$ cat config.mk
export PLATFORM = sky130hd
export DESIGN_NAME = pmd_front
export DESIGN_NICKNAME = d
export VERILOG_FILES = /design/src/design/pmd_pkg.sv /design/src/design/pmd_front.sv
export SDC_FILE = /design/constraint.sdc
export NUM_CORES = 1
export LEC_CHECK = 0
export ABC_AREA = 1
export ABC_CLOCK_PERIOD_IN_PS = 4200
export BUFFER_PORTS_ARGS = -buffer_cell sky130_fd_sc_hd__buf_2
export CAP_MARGIN = 10
export CORE_ASPECT_RATIO = 1.25
export CORE_MARGIN = 2
export CORE_UTILIZATION = 30
export DETAILED_ROUTE_END_ITERATION = 6
export GPL_ROUTABILITY_DRIVEN = 0
export MAX_ROUTING_LAYER = met4
export SYNTH_ARGS = -nofsm -noshare
export SYNTH_HDL_FRONTEND = slang
export SYNTH_SLANG_ARGS = --single-unit
$ cat constraint.sdc
create_clock -name i_sys_clk -period 4.2 [get_ports i_sys_clk]
set_clock_uncertainty 0.15 [all_clocks]
set_input_delay 0.21 -clock i_sys_clk [delete_from_list [all_inputs] [get_ports i_sys_clk]]
set_output_delay 0.21 -clock i_sys_clk [all_outputs]
set_load 0.05 [all_outputs]
$ cat src/design/pmd_pkg.sv
// package: constants and carrier types for the panel meter display and serial front
// -----------------------------------------------------------------------------
// Summary of operation
// - negatives up to three digits: steady minus in left digit, magnitude right
// - four-digit negatives alternate minus alone and four magnitude digits
// - input above range: overload legend with flashing overscores
// - bipolar input below range: overload legend with flashing underscores
// - display value above +9999: overscore overload legend, flashing
// - display value below -9999: underscore overload legend, flashing
// - current loop below 3.8 mA: underscore overload legend, broken wire
// - display intensity has eight levels
// - bit rates 1200 to 115.2k (code 0 gives a 17797-cycle bit, about 5619 baud, not 1200); parity none, even, odd, mark, space
// - every character has eight data bits and one stop bit
// - mark parity sends parity bit at stop level, like two stop bits
// - transmit only in reply to a host command, never spontaneously
// - with addressing on, reply only when address byte matches own address
// - matching command briefly lights right decimal point; bursts give flashes
// - addressing off: every received command flashes the dot, valid or not
// - a setting enables or suppresses the command indicator dot
// - listen-only state keeps dot lit steadily, overriding the disable
// - listen-only: no replies, only the leaving function 8 command acts
// - unit addresses 0xf8 to 0xff disable addressing
// -----------------------------------------------------------------------------
package pmd_pkg;
    localparam int unsigned CLK_HZ = 100_000_000;
    localparam int unsigned BLINK_HALF_MS = 250;
    localparam int unsigned BLINK_HALF_CYC = CLK_HZ / 1000 * BLINK_HALF_MS;
    localparam int unsigned DOT_MS = 30;
    localparam int unsigned DOT_CYC = CLK_HZ / 1000 * DOT_MS;
    localparam int unsigned PWM_STEPS = 8;
    localparam logic [13:0] MAG_MAX = 14'h270f;
    localparam logic [13:0] MAG_3DIG = 14'h03e7;
    localparam logic [7:0] ADDR_OFF_MIN = 8'hf8;
    localparam logic [3:0] SEG_BLANK = 4'ha;
    localparam logic [3:0] SEG_MINUS = 4'hb;
    localparam logic [3:0] SEG_O = 4'hc;
    localparam logic [3:0] SEG_L = 4'hd;
    localparam logic [3:0] SEG_OVER = 4'he;
    localparam logic [3:0] SEG_UNDER = 4'hf;
    // bit-rate codes 0..7 list 1200..115200; code 0 overflows the 16-bit bit_cyc and sends about 5619 baud
    localparam int unsigned BAUD_TBL [8] = '{1200, 2400, 4800, 9600, 19200, 38400, 57600, 115200};
    typedef enum logic [2:0] {PMD_PAR_NONE, PMD_PAR_EVEN, PMD_PAR_ODD, PMD_PAR_MARK,
        PMD_PAR_SPACE} pmd_parity_t;
    typedef struct packed {
        logic neg;
        logic [13:0] mag;
        logic over_in;
        logic under_in;
        logic bipolar;
        logic loop_model;
        logic loop_low;
    } pmd_reading_t;
    typedef struct packed {
        logic [3:0] d3;
        logic [3:0] d2;
        logic [3:0] d1;
        logic [3:0] d0;
    } pmd_digits_t;
    typedef struct packed {
        logic [2:0] baud_sel;
        pmd_parity_t parity;
    } pmd_serial_cfg_t;
    typedef struct packed {
        logic valid;
        logic [7:0] addr;
        logic leave_listen;
        logic enter_listen;
    } pmd_cmd_t;
endpackage

$ cat src/design/pmd_front.sv
// module: display formatting, indicator dot and serial framing of the panel meter
`timescale 1ns/1ps
module pmd_front
(
    input wire logic i_sys_clk,
    input wire logic i_rst_b,
    input wire pmd_pkg::pmd_reading_t i_reading,
    input wire logic [2:0] i_bright,
    input wire logic [7:0] i_unit_addr,
    input wire logic i_dot_en,
    input wire pmd_pkg::pmd_serial_cfg_t i_ser_cfg,
    input wire pmd_pkg::pmd_cmd_t i_cmd,
    input wire logic i_reply_valid,
    input wire logic [7:0] i_reply_data,
    input wire logic i_rxd,
    output logic o_reply_ready,
    output pmd_pkg::pmd_digits_t o_digits,
    output logic o_overload,
    output logic o_dot,
    output logic o_pwm_on,
    output logic o_listen_only,
    output logic o_cmd_accept,
    output logic o_txd,
    output logic o_tx_oe,
    output logic o_rxd_sync
);
    // -------------------------------------------------------------------------
    // blink timebase
    // -------------------------------------------------------------------------
    logic [31:0] blink_cnt_r;
    logic blink_r;
    wire blink_wrap = (blink_cnt_r == 32'(pmd_pkg::BLINK_HALF_CYC - 1));
    always_ff @(posedge i_sys_clk or negedge i_rst_b)
    begin
        if (!i_rst_b)
        begin
            blink_cnt_r <= 32'h0;
            blink_r <= 1'b0;
        end
        else
        begin
            blink_cnt_r <= blink_wrap ? 32'h0 : blink_cnt_r + 32'h1;
            blink_r <= blink_wrap ? ~blink_r : blink_r;
        end
    end

    // -------------------------------------------------------------------------
    // display formatting
    // -------------------------------------------------------------------------
    function automatic logic [15:0] to_bcd(input logic [13:0] v);
        logic [15:0] b;
        b = 16'h0;
        for (int i = 13; i >= 0; i--)
        begin
            for (int k = 0; k < 4; k++)
            begin
                if (b[k*4 +: 4] > 4'h4)
                begin
                    b[k*4 +: 4] = b[k*4 +: 4] + 4'h3;
                end
            end
            b = {b[14:0], v[i]};
        end
        return b;
    endfunction

    wire [15:0] bcd = to_bcd(i_reading.mag);
    wire ovl_hi = i_reading.over_in || (!i_reading.neg && i_reading.mag > pmd_pkg::MAG_MAX);
    wire ovl_lo = (i_reading.bipolar && i_reading.under_in)
        || (i_reading.loop_model && i_reading.loop_low)
        || (i_reading.neg && i_reading.mag > pmd_pkg::MAG_MAX);
    wire [3:0] bar = ovl_lo ? pmd_pkg::SEG_UNDER : pmd_pkg::SEG_OVER;
    wire [3:0] bar_blink = blink_r ? pmd_pkg::SEG_BLANK : bar;
    wire neg3 = i_reading.neg && (i_reading.mag <= pmd_pkg::MAG_3DIG);
    wire pmd_pkg::pmd_digits_t dig_ovl = {pmd_pkg::SEG_O, pmd_pkg::SEG_L, bar_blink, bar_blink};
    wire pmd_pkg::pmd_digits_t dig_neg3 = {pmd_pkg::SEG_MINUS, bcd[11:0]};
    wire pmd_pkg::pmd_digits_t dig_neg4 = blink_r ? bcd : {pmd_pkg::SEG_MINUS,
        pmd_pkg::SEG_BLANK, pmd_pkg::SEG_BLANK, pmd_pkg::SEG_BLANK};
    wire pmd_pkg::pmd_digits_t dig_nxt = (ovl_hi || ovl_lo) ? dig_ovl
        : !i_reading.neg ? bcd : neg3 ? dig_neg3 : dig_neg4;

    // -------------------------------------------------------------------------
    // brightness
    // -------------------------------------------------------------------------
    logic [2:0] pwm_cnt_r;
    // eight levels, level 7 fully on
    wire pwm_nxt = (pwm_cnt_r <= i_bright);

    // -------------------------------------------------------------------------
    // command acceptance, listen-only, indicator dot
    // -------------------------------------------------------------------------
    logic listen_r;
    logic [31:0] dot_cnt_r;
    wire addr_off = (i_unit_addr >= pmd_pkg::ADDR_OFF_MIN);
    wire addr_hit = addr_off || (i_cmd.addr == i_unit_addr);
    wire cmd_mine = i_cmd.valid && addr_hit;
    // only the leave command acts while listening
    wire accept_nxt = cmd_mine && (!listen_r || i_cmd.leave_listen);
    wire listen_nxt = !cmd_mine ? listen_r
        : listen_r ? !i_cmd.leave_listen : i_cmd.enter_listen;
    wire [31:0] dot_cnt_nxt = cmd_mine ? 32'(pmd_pkg::DOT_CYC)
        : (dot_cnt_r != 32'h0) ? dot_cnt_r - 32'h1 : 32'h0;
    wire dot_nxt = listen_nxt || (i_dot_en && dot_cnt_nxt != 32'h0);

    // -------------------------------------------------------------------------
    // serial transmitter
    // -------------------------------------------------------------------------
    logic [1:0] rx_sync_r;
    logic [15:0] bit_cnt_r;
    logic [3:0] bit_idx_r;
    logic [10:0] sh_r;
    logic busy_r;
    logic ready_r;
    logic txd_r;
    logic oe_r;
    logic [3:0] last_idx_r;
    wire [15:0] bit_cyc = 16'(pmd_pkg::CLK_HZ / pmd_pkg::BAUD_TBL[i_ser_cfg.baud_sel] - 1);
    // parity bit per mode; mark is stop level
    wire par_bit = (i_ser_cfg.parity == pmd_pkg::PMD_PAR_EVEN) ? ^i_reply_data
        : (i_ser_cfg.parity == pmd_pkg::PMD_PAR_ODD) ? ~^i_reply_data
        : (i_ser_cfg.parity == pmd_pkg::PMD_PAR_MARK);
    wire has_par = (i_ser_cfg.parity != pmd_pkg::PMD_PAR_NONE);
    // start, eight data, optional parity, one stop
    wire [10:0] frame = has_par ? {1'b1, par_bit, i_reply_data, 1'b0}
        : {2'b11, i_reply_data, 1'b0};
    // reply bytes only, none while listening
    wire load = !busy_r && i_reply_valid && !listen_r;
    wire bit_end = busy_r && (bit_cnt_r == bit_cyc);

    always_ff @(posedge i_sys_clk or negedge i_rst_b)
    begin
        if (!i_rst_b)
        begin
            rx_sync_r <= 2'b11;
            bit_cnt_r <= 16'h0;
            bit_idx_r <= 4'h0;
            sh_r <= 11'h7ff;
            busy_r <= 1'b0;
            ready_r <= 1'b1;
            txd_r <= 1'b1;
            oe_r <= 1'b0;
            last_idx_r <= 4'h0;
        end
        else
        begin
            rx_sync_r <= {rx_sync_r[0], i_rxd};
            bit_cnt_r <= (load || bit_end) ? 16'h0 : bit_cnt_r + 16'h1;
            if (load)
            begin
                sh_r <= frame;
                last_idx_r <= has_par ? 4'ha : 4'h9;
                bit_idx_r <= 4'h0;
                busy_r <= 1'b1;
                ready_r <= 1'b0;
                txd_r <= 1'b0;
                oe_r <= 1'b1;
            end
            else if (bit_end)
            begin
                busy_r <= (bit_idx_r != last_idx_r);
                ready_r <= (bit_idx_r == last_idx_r);
                oe_r <= (bit_idx_r != last_idx_r);
                bit_idx_r <= bit_idx_r + 4'h1;
                sh_r <= {1'b1, sh_r[10:1]};
                txd_r <= (bit_idx_r == last_idx_r) ? 1'b1 : sh_r[1];
            end
        end
    end

    // -------------------------------------------------------------------------
    // registered outputs
    // -------------------------------------------------------------------------
    always_ff @(posedge i_sys_clk or negedge i_rst_b)
    begin
        if (!i_rst_b)
        begin
            pwm_cnt_r <= 3'h0;
            listen_r <= 1'b0;
            dot_cnt_r <= 32'h0;
            o_digits <= '0;
            o_overload <= 1'b0;
            o_dot <= 1'b0;
            o_pwm_on <= 1'b0;
            o_cmd_accept <= 1'b0;
        end
        else
        begin
            pwm_cnt_r <= pwm_cnt_r + 3'h1;
            listen_r <= listen_nxt;
            dot_cnt_r <= dot_cnt_nxt;
            o_digits <= dig_nxt;
            o_overload <= ovl_hi || ovl_lo;
            o_dot <= dot_nxt;
            o_pwm_on <= pwm_nxt;
            o_cmd_accept <= accept_nxt;
        end
    end

    assign o_listen_only = listen_r;
    // ready is its own flop so the output is not an inverter after busy_r
    assign o_reply_ready = ready_r;
    assign o_txd = txd_r;
    assign o_tx_oe = oe_r;
    assign o_rxd_sync = rx_sync_r[1];
endmodule

==> reports/summary.txt <==
YOSYS
------------------------------------------------------------------------------------
Library cell with the largest summed area after synthesis ............. sky130_fd_sc_hd__nand2_1
Register area share after synthesis ...................................        0.123
Syn Area/Cell .........................................................   6.36 sq um
Synth cell count leaders .............................................. sky130_fd_sc_hd__nand2_1 (934), sky130_fd_sc_hd__inv_1 (586), sky130_fd_sc_hd__nor2_1 (370), sky130_fd_sc_hd__ha_1 (261), sky130_fd_sc_hd__nand3_1 (249)
Proportion of synthesized flip-flops having asynchronous set or reset .         1.00
Cell with the most instances after synthesis .......................... sky130_fd_sc_hd__nand2_1
Mapped Cells ..........................................................         4050
Number of enable-type register cells in the synthesized netlist .......            0
Total standard cell area after synthesis ..............................  25800 sq um
Warning count from the yosys run ......................................            0
Yosys top cell area share .............................................        0.136
Cell types occupying the most area after synthesis .................... sky130_fd_sc_hd__nand2_1 (14%), sky130_fd_sc_hd__ha_1 (13%), sky130_fd_sc_hd__dfrtp_1 (11%)
Cell variety after synth ..............................................           90
Synth Register Bits ...................................................          126
Prevailing post-synth register cell ................................... sky130_fd_sc_hd__dfrtp_1

GRT
------------------------------------------------------------------------------------
Wire length of the first global-routing pass .......................... 164000 microns
Global-route usage over all layers ....................................        0.235
Antenna violations before repair ......................................            0
Pin count of the biggest net entering global routing ..................           96
Vias in the first global route ........................................        33000
Residual overflow from global routing .................................            0

DRT
------------------------------------------------------------------------------------
Total vias in the final route .........................................        33300
Final routed wire length divided by cell count ........................ 15.8 microns
Post-detailed-route DRC marker count ..................................            0
Final Routed Wirelength ............................................... 107000 microns
Violation count after the first detailed-routing iteration ............         2166
Number of routed nets with antenna violations .........................            0
Vias per cell .........................................................         4.90
Router iterations before antenna repair ...............................            6

FLOORPLANNING
------------------------------------------------------------------------------------
Floorplan Core Area ...................................................  85400 sq um
Effective utilization at floorplan ....................................        0.302
Horizontal die dimension ..............................................  266 microns
Die outline area ......................................................  88200 sq um
Number of ports placed on the die boundary ............................           86
Std cell rows .........................................................          120
Height of the chip ....................................................  332 microns

WORST SETUP PATH
------------------------------------------------------------------------------------
Buffers plus inverters on the worst setup path ........................           39
Slowest stage cell, crit path ......................................... sky130_fd_sc_hd__nor2_1
Element type at the critical path end .................................     register
Delay-heaviest family, CP ............................................. simple AND/OR/NAND/NOR gates
Data required time of the critical path ...............................      4410 ps
Slowest stage delay, CP ...............................................       420 ps
Crit path kind ........................................................    in -> reg
Critical path launch point type .......................................    input pin
Crit-path most repeated cell .......................................... sky130_fd_sc_hd__nand2_2
Data arrival time of the worst path ...................................     35010 ps
Highest fanout seen on the critical path ..............................            8

FINAL LAYOUT
------------------------------------------------------------------------------------
Post-layout net count .................................................         6010
Antenna cell count ....................................................            0
Area growth, synth to finish ..........................................        68.4%
Share of layout cells above drive strength 1 ..........................        0.472

STA
------------------------------------------------------------------------------------
Count of final setup violators ........................................           47
Final-report hold violation count .....................................            0
Pin slew with the least headroom to its limit .........................       876 ps
Final critical path time including I/O delays and setup ...............     34800 ps
Unrepaired setup endpoints after global routing .......................          yes
Worst hold margin .....................................................      14.5 ps
Ratio of final minimum period to clock period .........................         8.29
Total count of max-transition violations in the final report ..........            0
Fmax ..................................................................     28.7 MHz
Final Worst Setup Slack ...............................................    -30600 ps
Worst slew margin relative to its limit ...............................        0.416

JOB
------------------------------------------------------------------------------------
Maximum Capacitance Violations ........................................            0

CTS
------------------------------------------------------------------------------------
Clock Tree Buf Depth ..................................................            2
Cell at the root of the clock tree .................................... sky130_fd_sc_hd__clkbuf_16
CTS buffer count ......................................................           17
Clock-pin slew on the worst setup and hold paths ......................        60 ps
Number of sinks driven by the clock tree ..............................          126
Maximum level of the CTS H-tree .......................................            4
Worst-skew pair later-pin latency .....................................       420 ps
Clock tree from TritonCTS .............................................        built

OUTCOME
------------------------------------------------------------------------------------
Violated checks ....................................................... setup timing
Result of the run ..................................................... complete, but fails checks

PLACEMENT
------------------------------------------------------------------------------------
Count of buffers inserted at the top-level ports ......................           85
HPWL Detailed ......................................................... 75900 microns

MIN PATH
------------------------------------------------------------------------------------
Hold/Removal Path Class ...............................................    in -> reg

cell usage in the layout, fill, tap and decap left out, types with 62 or more instances in the layout:
cell type                    n
sky130_fd_sc_hd__a21oi_1   142
sky130_fd_sc_hd__buf_2      82
sky130_fd_sc_hd__buf_4    1537
sky130_fd_sc_hd__dfrtp_1   113
sky130_fd_sc_hd__ha_1      163
sky130_fd_sc_hd__ha_4       79
sky130_fd_sc_hd__inv_1     505
sky130_fd_sc_hd__inv_2      82
sky130_fd_sc_hd__nand2_1   808
sky130_fd_sc_hd__nand2_2   194
sky130_fd_sc_hd__nand2_4    93
sky130_fd_sc_hd__nand3_1   228
sky130_fd_sc_hd__nand3_2    75
sky130_fd_sc_hd__nand4_1    82
sky130_fd_sc_hd__nor2_1    327
sky130_fd_sc_hd__nor2_4     62
sky130_fd_sc_hd__o21ai_0   123
sky130_fd_sc_hd__o21ai_2    63
sky130_fd_sc_hd__xnor2_1    73
sky130_fd_sc_hd__xor2_1    135
path summary, 6_finish.rpt:
check                                 from               to  cells past startpoint  slack [ps]
hold / removal             i_reply_data[4]          sh_r[5]                      5          10
setup / recovery              i_ser_cfg[3]    o_reply_ready                    275      -30600
min in group asynchronous          i_rst_b    last_idx_r[1]                      2         300
hold reg to reg               rx_sync_r[0]     rx_sync_r[1]                      0         210
max in group asynchronous          i_rst_b  blink_cnt_r[18]                      3        2590
setup reg to reg              dot_cnt_r[0]            o_dot                     22         390
layer usage:
metal  vias to the layer above  GRT usage  wire length, microns
li1                      16500          -                     -
met1                     15400      0.247                 40200
met2                       952      0.420                 53900
met3                       470     0.0235                  4640
met4                         0      0.146                  8640
met5                         -          -                     0
final cells by class:
class	count	area [sq um]
Clock inverter	10	161
Tap cell	1098	1370
Fill cell	7834	42100
Sequential cell	126	3170
Clock buffer	22	464
Timing Repair Buffer	1690	12800
Multi-Input combinational cell	3227	22900
Inverter	622	2460
Timing Repair inverter	1	6.26
registers in the layout (all words and copies together) (netlist names), 2 cells and up:
name,count
dot_cnt_r,32
blink_cnt_r,32
pwm_cnt_r,3
bit_cnt_r,16
sh_r,9
rx_sync_r,2
last_idx_r,3
bit_idx_r,4
o_digits,16
cells by family after synthesis:
| kind of cell | synth area share |
|---|---|
| AND/OR/NAND/NOR | 0.404 |
| buffers and inverters | 0.128 |
| AO/OA/AOI/OAI | 0.132 |
| adder cells (fa/ha/maj) | 0.129 |
| XOR/XNOR | 0.0835 |
| flip-flops | 0.123 |
| multiplexers | 0.000826 |
| other | 0.000146 |
repair_timing:
item / CTS / global route
setup endpoints to repair: 47 / 48
hold buffers: 14 / 0
gates cloned: 7 / 0
buffers inserted: 326 / 112
resized for setup: 345 / 301
pin swaps: 294 / 306
hold endpoints to repair: 94 / 0
metrics by stage:
step	std cells	instance area, sq um	TNS (ps)	worst slack [ps]	utilization
finish	6796	43400	-1026460	-30600	0.508
detailed placement	6315	36500	-1052970	-31170	0.427
global placement	6315	36500	-1023370	-30260	0.427
floorplan	4052	26800	-1024570	-30510	-
CTS	6692	41300	-967900	-28790	0.483
global route	6796	43400	-1102930	-32780	0.508
worst reg2reg max path, cell delays in order, from the launching register on:
cell	delay [ps]
sky130_fd_sc_hd__dfrtp_1	400
sky130_fd_sc_hd__inv_1	110
sky130_fd_sc_hd__nand2_1	100
sky130_fd_sc_hd__nor3_2	140
sky130_fd_sc_hd__nand2_1	100
sky130_fd_sc_hd__nor2_1	150
sky130_fd_sc_hd__inv_1	50
sky130_fd_sc_hd__nor3_1	150
sky130_fd_sc_hd__buf_4	150
sky130_fd_sc_hd__inv_1	50
sky130_fd_sc_hd__nor2_1	140
sky130_fd_sc_hd__inv_1	90
sky130_fd_sc_hd__nor4_1	180
sky130_fd_sc_hd__buf_4	160
sky130_fd_sc_hd__nand2_1	50
sky130_fd_sc_hd__or2_2	290
sky130_fd_sc_hd__buf_4	150
sky130_fd_sc_hd__nor4_1	250
sky130_fd_sc_hd__xnor2_1	170
sky130_fd_sc_hd__nor2_1	80
sky130_fd_sc_hd__nor4_2	300
sky130_fd_sc_hd__nand4_1	120
sky130_fd_sc_hd__a21o_1	170
Power is not shown: default switching activity piles up to over one toggle a cycle in this logic, so the estimate is an artifact.
